--- src/logic/psc_map.svh ---
// pin state constants for the pin state controller
`ifndef PSC_MAP_SVH
`define PSC_MAP_SVH
`define PSC_ADDR_W      21
`define PSC_DATA_W      16
`define PSC_BOOT_MEMORY_SELECT_W     4
`define PSC_ROW_W       4
`define PSC_KEY_SCAN_OUT_W     8
`define PSC_PANEL_W     5
`define PSC_GPIO_W      12
`define PSC_LID_PIN     4'd9
`define PSC_ADC_W       8
`define PSC_ADC_DIV     4'd4
`define PSC_MODE_FULL   3'h0
`define PSC_MODE_CLKRST 3'h1
`define PSC_MODE_BTNRST 3'h2
`define PSC_MODE_SUSP   3'h3
`define PSC_MODE_HIBER  3'h4
`endif

--- src/logic/psc_pkg.sv ---
// types for the pin state controller
`default_nettype none
`include "psc_map.svh"
package psc_pkg;
  typedef enum logic [2:0] {
    PSC_FULL   = 3'h0,
    PSC_CLKRST = 3'h1,
    PSC_BTNRST = 3'h2,
    PSC_SUSP   = 3'h3,
    PSC_HIBER  = 3'h4
  } psc_mode_t;

  // memory side drive group: pin values only, the output enables are separate ports
  typedef struct packed {
    logic [20:0] addr;
    logic [15:0] data;
    logic        card_clock;
    logic        high_byte_enable;
    logic        bus_strobe;   // rom, display and isa strobes, common level
    logic        row_col;      // dram row and column strobes
    logic        main_power_enable;
  } psc_mem_t;

  typedef struct packed {
    logic        txd;
    logic        rts;
    logic        dtr;
    logic        infrared_data_out;
    logic        debug_serial_out;
    logic [7:0]  key_scan_out;
    logic        converter_select;
    logic        converter_clock_out;
    logic        converter_config_out;
    logic [4:0]  panel_drive;
    logic [11:0] gpio;
    logic        card_reset_out;
  } psc_per_t;
endpackage
`default_nettype wire

--- src/logic/psc_adc_link.sv ---
// serial link to the external a/d converter
`timescale 1ns/1ps
`default_nettype none
`include "psc_map.svh"
module psc_adc_link #(
  parameter int W = `PSC_ADC_W
) (
  input  wire logic         sys_clk_i,
  input  wire logic         resetn_i,
  input  wire logic         start_i,
  input  wire logic [W-1:0] config_i,
  input  wire logic         data_in_i,
  output logic              busy_o,
  output logic              done_o,
  output logic [W-1:0]      result_o,
  output logic              select_o,
  output logic              sclk_o,
  output logic              sout_o
);
  logic [3:0]   div_q;
  logic [4:0]   bit_q;
  logic [W-1:0] tx_q;
  logic [W-1:0] rx_q;
  logic         run_q;

  // shift engine: select held for whole transfer
  always_ff @(posedge sys_clk_i) begin
    done_o <= 1'b0;
    if (!resetn_i) begin
      run_q <= 1'b0; div_q <= 4'h0; bit_q <= 5'h00;
      tx_q <= '0; rx_q <= '0; sclk_o <= 1'b0; result_o <= '0;
    end else if (!run_q) begin
      if (start_i) begin
        run_q <= 1'b1; tx_q <= config_i; bit_q <= 5'h00; div_q <= 4'h0;
      end
    end else if (div_q == `PSC_ADC_DIV - 4'd1) begin
      div_q <= 4'h0;
      sclk_o <= ~sclk_o;
      if (!sclk_o) begin
        rx_q <= {rx_q[W-2:0], data_in_i};
      end else begin
        tx_q <= {tx_q[W-2:0], 1'b0};
        if (bit_q == 5'(W - 1)) begin
          run_q <= 1'b0; done_o <= 1'b1; result_o <= rx_q;
        end else begin
          bit_q <= bit_q + 5'h01;
        end
      end
    end else begin
      div_q <= div_q + 4'h1;
    end
  end

  assign busy_o   = run_q;
  assign select_o = run_q;
  assign sout_o   = run_q & tx_q[W-1];
endmodule
`default_nettype wire

--- src/logic/psc_top.sv ---
// pin state controller: forces pin states by reset source and power mode
`timescale 1ns/1ps
`default_nettype none
`include "psc_map.svh"
module psc_top (
  input  wire logic        sys_clk_i,
  input  wire logic        resetn_i,
  // reset source and power mode from power management
  input  wire logic        clock_unit_reset_in_i,
  input  wire logic        reset_button_in_i,
  input  wire logic        deadman_reset_i,
  input  wire logic        suspend_i,
  input  wire logic        hibernate_i,
  input  wire logic        inactivity_shutdown_timer_i,
  // functional values from peripheral logic
  input  wire psc_pkg::psc_mem_t mem_func_i,
  input  wire psc_pkg::psc_per_t per_func_i,
  input  wire logic [11:0] gpio_oe_func_i,
  input  wire logic        adc_start_i,
  input  wire logic [7:0]  adc_config_i,
  // converter and panel pins
  input  wire logic        converter_data_in_i,
  input  wire logic        conversion_done_in_i,
  input  wire logic        panel_touch_irq_i,
  input  wire logic [11:0] gpio_i,
  // results to peripheral logic
  output logic [7:0]       adc_result_o,
  output logic             adc_done_o,
  output logic             adc_busy_o,
  output logic             conversion_done_o,
  output logic             panel_touched_o,
  output logic             battery_lid_sense_o,
  output logic [11:0]      gpio_sync_o,
  output logic [2:0]       mode_o,
  // pin drive, value and enable (enable high = driving)
  output psc_pkg::psc_mem_t mem_pin_o,
  output logic             bus_strobe_oe_o,
  output logic             row_col_oe_o,
  output psc_pkg::psc_per_t per_pin_o,
  output logic             card_reset_oe_o,
  output logic             converter_select_oe_o,
  output logic             key_scan_oe_o,
  output logic             panel_drive_oe_o,
  output logic             infrared_oe_o,
  output logic [11:0]      gpio_oe_o
);
  psc_pkg::psc_mode_t mode_d, mode_q;
  psc_pkg::psc_per_t  per_live, per_hold_q;
  logic [11:0]        gpio_oe_hold_q;
  logic [14:0]        sync1_q, sync2_q;
  logic               adc_sel, adc_clk, adc_out;
  logic               adc_go;

  // one place decides fullspeed for the converter start and the suspend capture
  function automatic logic is_fullspeed(input psc_pkg::psc_mode_t m);
    return (m == psc_pkg::PSC_FULL);
  endfunction

  // pick exactly one forced set, resets take priority
  // several requests may be high together; resets outrank power modes
  always_comb begin
    if (clock_unit_reset_in_i)                   mode_d = psc_pkg::PSC_CLKRST;
    else if (reset_button_in_i | deadman_reset_i) mode_d = psc_pkg::PSC_BTNRST;
    else if (hibernate_i | inactivity_shutdown_timer_i)
      mode_d = psc_pkg::PSC_HIBER;
    else if (suspend_i)                          mode_d = psc_pkg::PSC_SUSP;
    else                                         mode_d = psc_pkg::PSC_FULL;
  end

  // mode register
  // reset lands in the clock unit reset set so the pins start safe
  always_ff @(posedge sys_clk_i) begin
    if (!resetn_i) mode_q <= psc_pkg::PSC_CLKRST;
    else           mode_q <= mode_d;
  end
  // power management sees the mode that is applied to the pins
  assign mode_o = mode_q;

  // two-stage synchronisers for pin inputs
  // the converter data bit rides in here too, so the link sees it late
  always_ff @(posedge sys_clk_i) begin
    if (!resetn_i) begin
      sync1_q <= 15'h0000;
      sync2_q <= 15'h0000;
    end else begin
      sync1_q <= {converter_data_in_i, conversion_done_in_i,
                  panel_touch_irq_i, gpio_i};
      sync2_q <= sync1_q;
    end
  end
  assign conversion_done_o   = sync2_q[13];
  assign panel_touched_o     = sync2_q[12];
  assign gpio_sync_o         = sync2_q[11:0];
  // pin nine is only ever an input: it senses the battery lid
  assign battery_lid_sense_o = sync2_q[`PSC_LID_PIN];

  // the link only starts in fullspeed; a refused start leaves no trace
  assign adc_go = adc_start_i & is_fullspeed(mode_q);

  psc_adc_link #(.W(`PSC_ADC_W)) u_adc (
    .sys_clk_i (sys_clk_i),
    .resetn_i  (resetn_i),
    .start_i   (adc_go),
    .config_i  (adc_config_i),
    .data_in_i (sync2_q[14]),
    .busy_o    (adc_busy_o),
    .done_o    (adc_done_o),
    .result_o  (adc_result_o),
    .select_o  (adc_sel),
    .sclk_o    (adc_clk),
    .sout_o    (adc_out)
  );

  // live peripheral values with converter pins from the link
  always_comb begin
    per_live = per_func_i;
    per_live.converter_select     = adc_sel;
    per_live.converter_clock_out  = adc_clk;
    per_live.converter_config_out = adc_out;
  end

  // capture fullspeed levels for suspend hold
  // capture on every fullspeed cycle; the last one before entry wins
  always_ff @(posedge sys_clk_i) begin
    if (!resetn_i) begin
      per_hold_q     <= '0;
      gpio_oe_hold_q <= 12'h000;
    end else if (is_fullspeed(mode_q)) begin
      per_hold_q     <= per_live;
      gpio_oe_hold_q <= gpio_oe_func_i; // pin nine stays input
      gpio_oe_hold_q[`PSC_LID_PIN] <= 1'b0;
    end
  end

  // memory side pins
  // address and data are don't-care in button reset and suspend, so the
  // functional values keep flowing there rather than a made-up level
  always_comb begin
    mem_pin_o       = mem_func_i;
    bus_strobe_oe_o = 1'b1;
    row_col_oe_o    = 1'b1;
    case (mode_q)
      psc_pkg::PSC_CLKRST: begin
        mem_pin_o = '0;
        mem_pin_o.row_col = 1'b1;
        bus_strobe_oe_o   = 1'b0;
      end
      psc_pkg::PSC_BTNRST: begin
        mem_pin_o.bus_strobe        = 1'b1;
        mem_pin_o.main_power_enable = 1'b1;
        row_col_oe_o                = 1'b0;
      end
      psc_pkg::PSC_SUSP: begin
        mem_pin_o.bus_strobe        = 1'b1;
        mem_pin_o.row_col           = 1'b0;
        mem_pin_o.main_power_enable = 1'b1;
      end
      psc_pkg::PSC_HIBER: begin
        mem_pin_o = '0;
        bus_strobe_oe_o = 1'b0;
      end
      psc_pkg::PSC_FULL: begin
        mem_pin_o = mem_func_i;
      end
      default: begin
        mem_pin_o = '0;
        bus_strobe_oe_o = 1'b0;
      end
    endcase
  end

  // peripheral side pins
  // a transfer already running when suspend comes is left to finish, while
  // the pins keep showing the levels captured at entry
  always_comb begin
    per_pin_o             = per_live;
    card_reset_oe_o       = 1'b1;
    converter_select_oe_o = 1'b1;
    key_scan_oe_o         = 1'b1;
    panel_drive_oe_o      = 1'b1;
    infrared_oe_o         = 1'b1;
    gpio_oe_o             = gpio_oe_func_i;
    // pin nine never drives, whatever the functional enable says
    gpio_oe_o[`PSC_LID_PIN] = 1'b0;
    case (mode_q)
      psc_pkg::PSC_SUSP: begin
        per_pin_o = per_hold_q;
        gpio_oe_o = gpio_oe_hold_q;
      end
      psc_pkg::PSC_CLKRST, psc_pkg::PSC_BTNRST, psc_pkg::PSC_HIBER: begin
        per_pin_o = '0;
        per_pin_o.txd = 1'b1;
        per_pin_o.rts = 1'b1;
        per_pin_o.dtr = 1'b1;
        per_pin_o.debug_serial_out = 1'b1;
        converter_select_oe_o = 1'b0;
        key_scan_oe_o    = 1'b0;
        panel_drive_oe_o = 1'b0;
        infrared_oe_o    = 1'b0;
        gpio_oe_o        = 12'h000;
        card_reset_oe_o  = (mode_q == psc_pkg::PSC_BTNRST);
      end
      default: begin
        per_pin_o = per_live;
      end
    endcase
  end
endmodule
`default_nettype wire
--- config.mk ---
export PLATFORM = sky130hd
export DESIGN_NAME = psc_top
export DESIGN_NICKNAME = d
export VERILOG_FILES = /design/src/logic/psc_pkg.sv /design/src/logic/psc_adc_link.sv /design/src/logic/psc_top.sv
export VERILOG_INCLUDE_DIRS = /design/src /design/src/logic
export SDC_FILE = /design/constraint.sdc
export NUM_CORES = 1
export LEC_CHECK = 0
export ABC_AREA = 1
export BUFFER_PORTS_ARGS = -buffer_cell sky130_fd_sc_hd__buf_2
export CORE_MARGIN = 2
export CORE_UTILIZATION = 45
export CTS_BUF_LIST = sky130_fd_sc_hd__clkbuf_4 sky130_fd_sc_hd__clkbuf_8
export DETAILED_ROUTE_END_ITERATION = 8
export PLACE_DENSITY_LB_ADDON = 0.08
export SLEW_MARGIN = 10
export SYNTH_ARGS = -nofsm -noshare
export SYNTH_HDL_FRONTEND = slang
export SYNTH_HIERARCHICAL = 1
export SYNTH_SLANG_ARGS = --single-unit
export TNS_END_PERCENT = 30
--- constraint.sdc ---
create_clock -name sys_clk_i -period 2.7 [get_ports sys_clk_i]
set_clock_uncertainty 0.05 [all_clocks]
set_input_delay 0 -clock sys_clk_i [delete_from_list [all_inputs] [get_ports sys_clk_i]]
set_output_delay 0 -clock sys_clk_i [all_outputs]
set_load 0.02 [all_outputs]
# Yosys cells after proc, flatten, opt, wreduce, memory -nomap -nowiden
# Cells that the tools add are included.
# word_totals
out_inout_bits,123
input_bits,120
regBits,114
elab_cells,87
# op_classes
mux,31
reduce_logical,14
n_eq_ne,9
bitwise,6
n_addsub,2
# op_table
operator,n
34-bit one-hot mux with 2 select lines,1
39-bit two-way mux,1
8-bit two-way mux,4
5-bit two-way mux,5
12-bit one-hot mux with 2 select lines,1
4-bit two-way mux,3
4-bit AND reduction,3
1-bit two-way mux,10
3-bit OR reduction,3
"3-bit by 2-bit == test with 1-bit output, second input constant",2
1-bit one-hot mux with 2 select lines,3
3-bit AND reduction,2
2-bit OR reduction,3
"5-bit by 1-bit adder with 5-bit output, second input constant",1
"5-bit by 3-bit == test with 1-bit output, second input constant",1
"4-bit by 1-bit adder with 4-bit output, second input constant",1
"4-bit by 2-bit == test with 1-bit output, second input constant",1
2-bit two-way mux,2
"2-bit inequality test, second input constant",2
"3-bit by 1-bit == test with 1-bit output, second input constant",1
"3-bit == test, second input constant",1
3-bit zero test,1
3-bit two-way mux,1
1-bit bitwise AND,2
5 further kinds,7

# Depth between registers and ports, before layout
# logic_depth
depth_word,5
ltp_mapped,10

# By module
# Netlist, hierarchy kept.
# by_module_without_submodules
mod,instances,area_per_inst_um2,cells_per_inst
psc_top,1,3724.8,577
psc_adc_link,1,1585.3,218

# Worst setup path after synthesis
# OpenSTA, ideal clock, no wires.
# synth_path
path_type,register to register
startpoint,"register mode_q[2], in the netlist mode_o[2]"
endpoint,register u_adc.bit_q[4]
setup_ns,0.128
stages_incl_launch_ff,11
setup_slack_ns,0.951
synth_period_minus_slack_ns,1.749
t_arrival_ns,1.571
cell_sequence,dfxtp_1 > nor2_2 > nand2_1 > clkbuf_1 > nor2_1 > nor2_4 > nor2_4 > buf_6 > a21oi_1 > nor2_1 > nor2_1
# synth_via
elab_chain_len,4
# synth_rtl
item,line_no,rtl
"start, declared",psc_top.sv:47,"psc_pkg::psc_mode_t mode_d, mode_q;"
"start signal, assigned",psc_top.sv:73,if (!resetn_i) mode_q <= psc_pkg::PSC_CLKRST;
"start signal, assigned",psc_top.sv:74,else mode_q <= mode_d;
3-bit zero test,psc_top.sv:56,return (m == psc_pkg::PSC_FULL);
1-bit bitwise AND,psc_top.sv:98,assign adc_go = adc_start_i & is_fullspeed(mode_q);
named net adc_go,psc_top.sv:52,logic adc_go;
2-bit nonzero test (no source line),-,
4-bit AND reduction (no source line),-,
"end signal, assigned",psc_adc_link.sv:46,bit_q <= bit_q + 5'h01;
"end, declared",psc_adc_link.sv:21,logic [4:0] bit_q;
# The timed path passes the listed nets, and every way through them passes these cells.
# A chain may end at the register's enable or synchronous reset.

# Final worst setup path
# layout_path
startpoint,"register mode_q[2], in the netlist mode_o[2]"
endpoint,register u_adc.tx_q[0]
# layout_via
elab_chain_len,4
# layout_rtl
item,line_no,rtl
3-bit zero test,psc_top.sv:56,
1-bit bitwise AND,psc_top.sv:98,
named net adc_go,psc_top.sv:52,
2-bit nonzero test (no source line),-,
3-bit AND reduction (no source line),-,
"end signal, assigned",psc_adc_link.sv:42,"tx_q <= {tx_q[W-2:0], 1'b0};"
"end, declared",psc_adc_link.sv:22,logic [W-1:0] tx_q;
# The timed path passes the listed nets, and every way through them passes these cells.

==> run summary <==
Register area share after synthesis: 0.430
# fillers: 1,026
Gr ovfl total: 0
GRT Overall Usage: 0.244
Die X: 113 um
Slew Limit Fails: 0
Total Wirelength: 15,700 um
CTS H-Tree Depth: 4
VDD IR max: 0.000460 V
# nets final: 1,201
Critical Path RT: 2970 ps
Full die area: 0.0127 mm2
Clk root buf: clkbuf_8
Die Span Y: 113 um
First-pass iteration count of the detailed router: 5
Worst-Skew Late Latency: 430 ps
Vias: 5,738
Maxcap violations: 0
Number of diodes: 0
I/O pins: 243
CTS buffer count: 17
Highest Clock Rate: 0.394 GHz
Minimum clock period: 2540 ps
Net Count, Synth: 917
Reg2reg setup slack: 160 ps
Sink Count: 114
Core Region: 0.0115 mm2
Final setup fails: 0
Worst reg2reg path startpoint: mode_o[2]
Syn Area/Cell: 6.68 um2
Setup Buffers After CTS: 0
Final Util: 0.666
Min-delay src: adc_start_i
Cell family contributing the most delay on the critical path: simple AND/OR/NAND/NOR gates
Post-CTS Resized: 0
Port Buffer Count: 237
HP Class: in -> reg
Worst-path clk slew: 70 ps
HPWL after detailed placement: 9520 um
Share of cells above drive strength 1: 0.270
Post-Synthesis Cells: 795
Placed cell areas: 0.00638 mm2
DRC Markers: 0
Wirelength per Cell: 12.8 um
Slowest stage delay, CP: 560 ps
WHS Path Cells: 5
CP cell instances: nor2_2 > nand2_1 > nor2_1 > nor2_4 > nor2_4 > nand2_2 > a21oi_1 > nor3_1 > dlygate4sd3_1
ANT nets after route: 0
First-pass GRT wire length: 25,200 um
Synthesis-stage register bit count: 114
GPL Wtd Cong: 0.814
Starting DRT DRC Count: 413
Leakage: 4.24 nW
Cell mode on critical path: nor2_4
Setup total negative slack: 0 ps
RSZ-0062 raised after global routing: no
Vias/cell: 4.65
Initial antenna violation count: 0
Mapped Area: 0.00531 mm2
Core Rows: 39
Post-route setup slack: 162 ps
Synthesis-to-layout area growth: 43.8%
Fin cells: 1,235
Vias in the first global route: 5,163
Hold endpoint: u_adc/busy_o
Synth cell types: 26
Cell Count Post-Placement: 1,122
Clock buffer depth: 2
Place WS: 703 ps
FF-to-FF End: u_adc/tx_q[0]
Worst path slowest cell: dlygate4sd3_1
Worst-Margin Slew: 810 ps
Buf/Inv on CP: 1
Run status: finished clean
Startpoint Class: flop
Slew HR: 0.460
Max FO, Critical Path: 13
CTS tree: built
Kind of end point of the critical path: flop
Pwr/cell area: 575 mW/mm2
Critical path class: reg -> reg
Final instance area: 0.00764 mm2
CP arrival: 2810 ps
Final hold vios: 0
R2R cell count: 9
Crit share post-route: 0.940
Largest net degree at the start of global routing: 87
Ys Warns: 6
Starting Density: 0.463
## through the flow
stage	hold WS (ps)	power, mW
final	112	4.39
after global routing	130	4.59
after CTS	79.0	4.43
after detailed placement	135	2.57
after global placement	131	2.57
after floorplan	47.6	2.32
## cells by family after synthesis
family	count (synthesis)	share of synthesized area
and+or+nand+nor	444	0.353
DFF	114	0.430
buffers and inverters	153	0.135
adders and majority gates	2	0.00471
other	1	0.000706
AOI/OAI and AO/OA	81	0.0773
## synth_stat cells
cell type,n,share of area
o21bai_1,2,0.0028
nor2_4,5,0.011
buf_2,17,0.016
nor2_2,3,0.0035
inv_1,87,0.061
inv_4,1,0.0012
nor2_1,173,0.12
nor3_4,1,0.0031
clkbuf_1,18,0.013
nand3_1,15,0.014
a21oi_1,19,0.018
buf_1,1,0.00071
buf_4,20,0.028
inv_2,3,0.0021
dfxtp_1,114,0.43
nand2_4,1,0.0021
o21ai_0,60,0.057
nand2_1,197,0.14
nand3_2,1,0.0019
nand4_1,44,0.052
buf_6,5,0.011
nor3_1,3,0.0028
ha_1,2,0.0047
conb_1,1,0.00071
inv_6,1,0.0016
nand2_2,1,0.0012
## repair_timing
item | 4_1_cts | 5_1_grt
hold buffers | 81 | 0
endpoints found under the hold margin | 76 | 0
setup endpoints to repair | 0 | 1
## flip-flops by register name, indices dropped and copies added, names as in the netlist
signal / cells
u_adc/div_q: 4
per_hold_q: 34
sync2_q: 15
gpio_oe_hold_q: 11
u_adc/rx_q: 8
u_adc/busy_o: 1
sync1_q: 15
u_adc/done_o: 1
mode_o: 3
u_adc/bit_q: 5
u_adc/sclk_o: 1
u_adc/result_o: 8
u_adc/tx_q: 8
## placed cells by master, fill, tap and decap left out, types with 4 or more instances in the layout
| master | netlist | routed |
|---|---|---|
| buf_2 | 17 | 237 |
| nand2_1 | 197 | 197 |
| nor2_1 | 173 | 172 |
| dfxtp_1 | 114 | 114 |
| inv_1 | 87 | 87 |
| dlygate4sd3_1 | 0 | 81 |
| o21ai_0 | 60 | 60 |
| nand4_1 | 44 | 44 |
| a21oi_1 | 19 | 19 |
| clkbuf_8 | 0 | 18 |
| nand3_1 | 15 | 15 |
| buf_4 | 20 | 8 |
| nor2_4 | 5 | 6 |
| bufinv_16 | 0 | 4 |
| clkinv_4 | 0 | 4 |
## per-layer routing
metal  global-route usage  vias up  routed length, um
li1                     -     3017                  -
met1                0.315     2530               7100
met2                0.401      175               7520
met3               0.0680       16                944
met4               0.0683        0                184
met5                    0        -                  0
## final cells by class
cell class | count | area [um2] | area share
repair buffers | 326 | 2060 | 0.269
clock buffers | 20 | 263 | 0.0344
inverters | 92 | 353 | 0.0462
flip-flops and latches | 114 | 2280 | 0.299
well taps | 143 | 179 | 0.0234
multi-input cells | 528 | 2320 | 0.304
clock inverters | 12 | 183 | 0.0239
## how the worst max path moves through the flow
stage / startpoint / to / slack [ps] / cells after the start
2_1_floorplan: mode_o[2] / u_adc/bit_q[4] / 950 / 10
3_3_place_gp: mode_o[2] / u_adc/bit_q[2] / 740 / 9
3_5_place_dp: mode_o[2] / u_adc/bit_q[2] / 700 / 8
4_1_cts: mode_o[2] / u_adc/tx_q[0] / 170 / 9
5_1_grt: mode_o[2] / u_adc/tx_q[0] / 2 / 9
6_report: mode_o[2] / u_adc/tx_q[0] / 160 / 9
## report_power, final
group | internal [mW] | switching (mW) | leakage [nW]
logic | 0.329 | 0.508 | 3.09
registers | 1.76 | 0.0374 | 0.934
clock network | 1.05 | 0.704 | 0.216
## tightest hold or removal path, stage by stage
cell and delay [ps]:
buf_2 100, inv_1 70, nor2_1 100, nor2_4 190
nor3_1 80
Note: power is estimated with default switching activity, not from simulation.
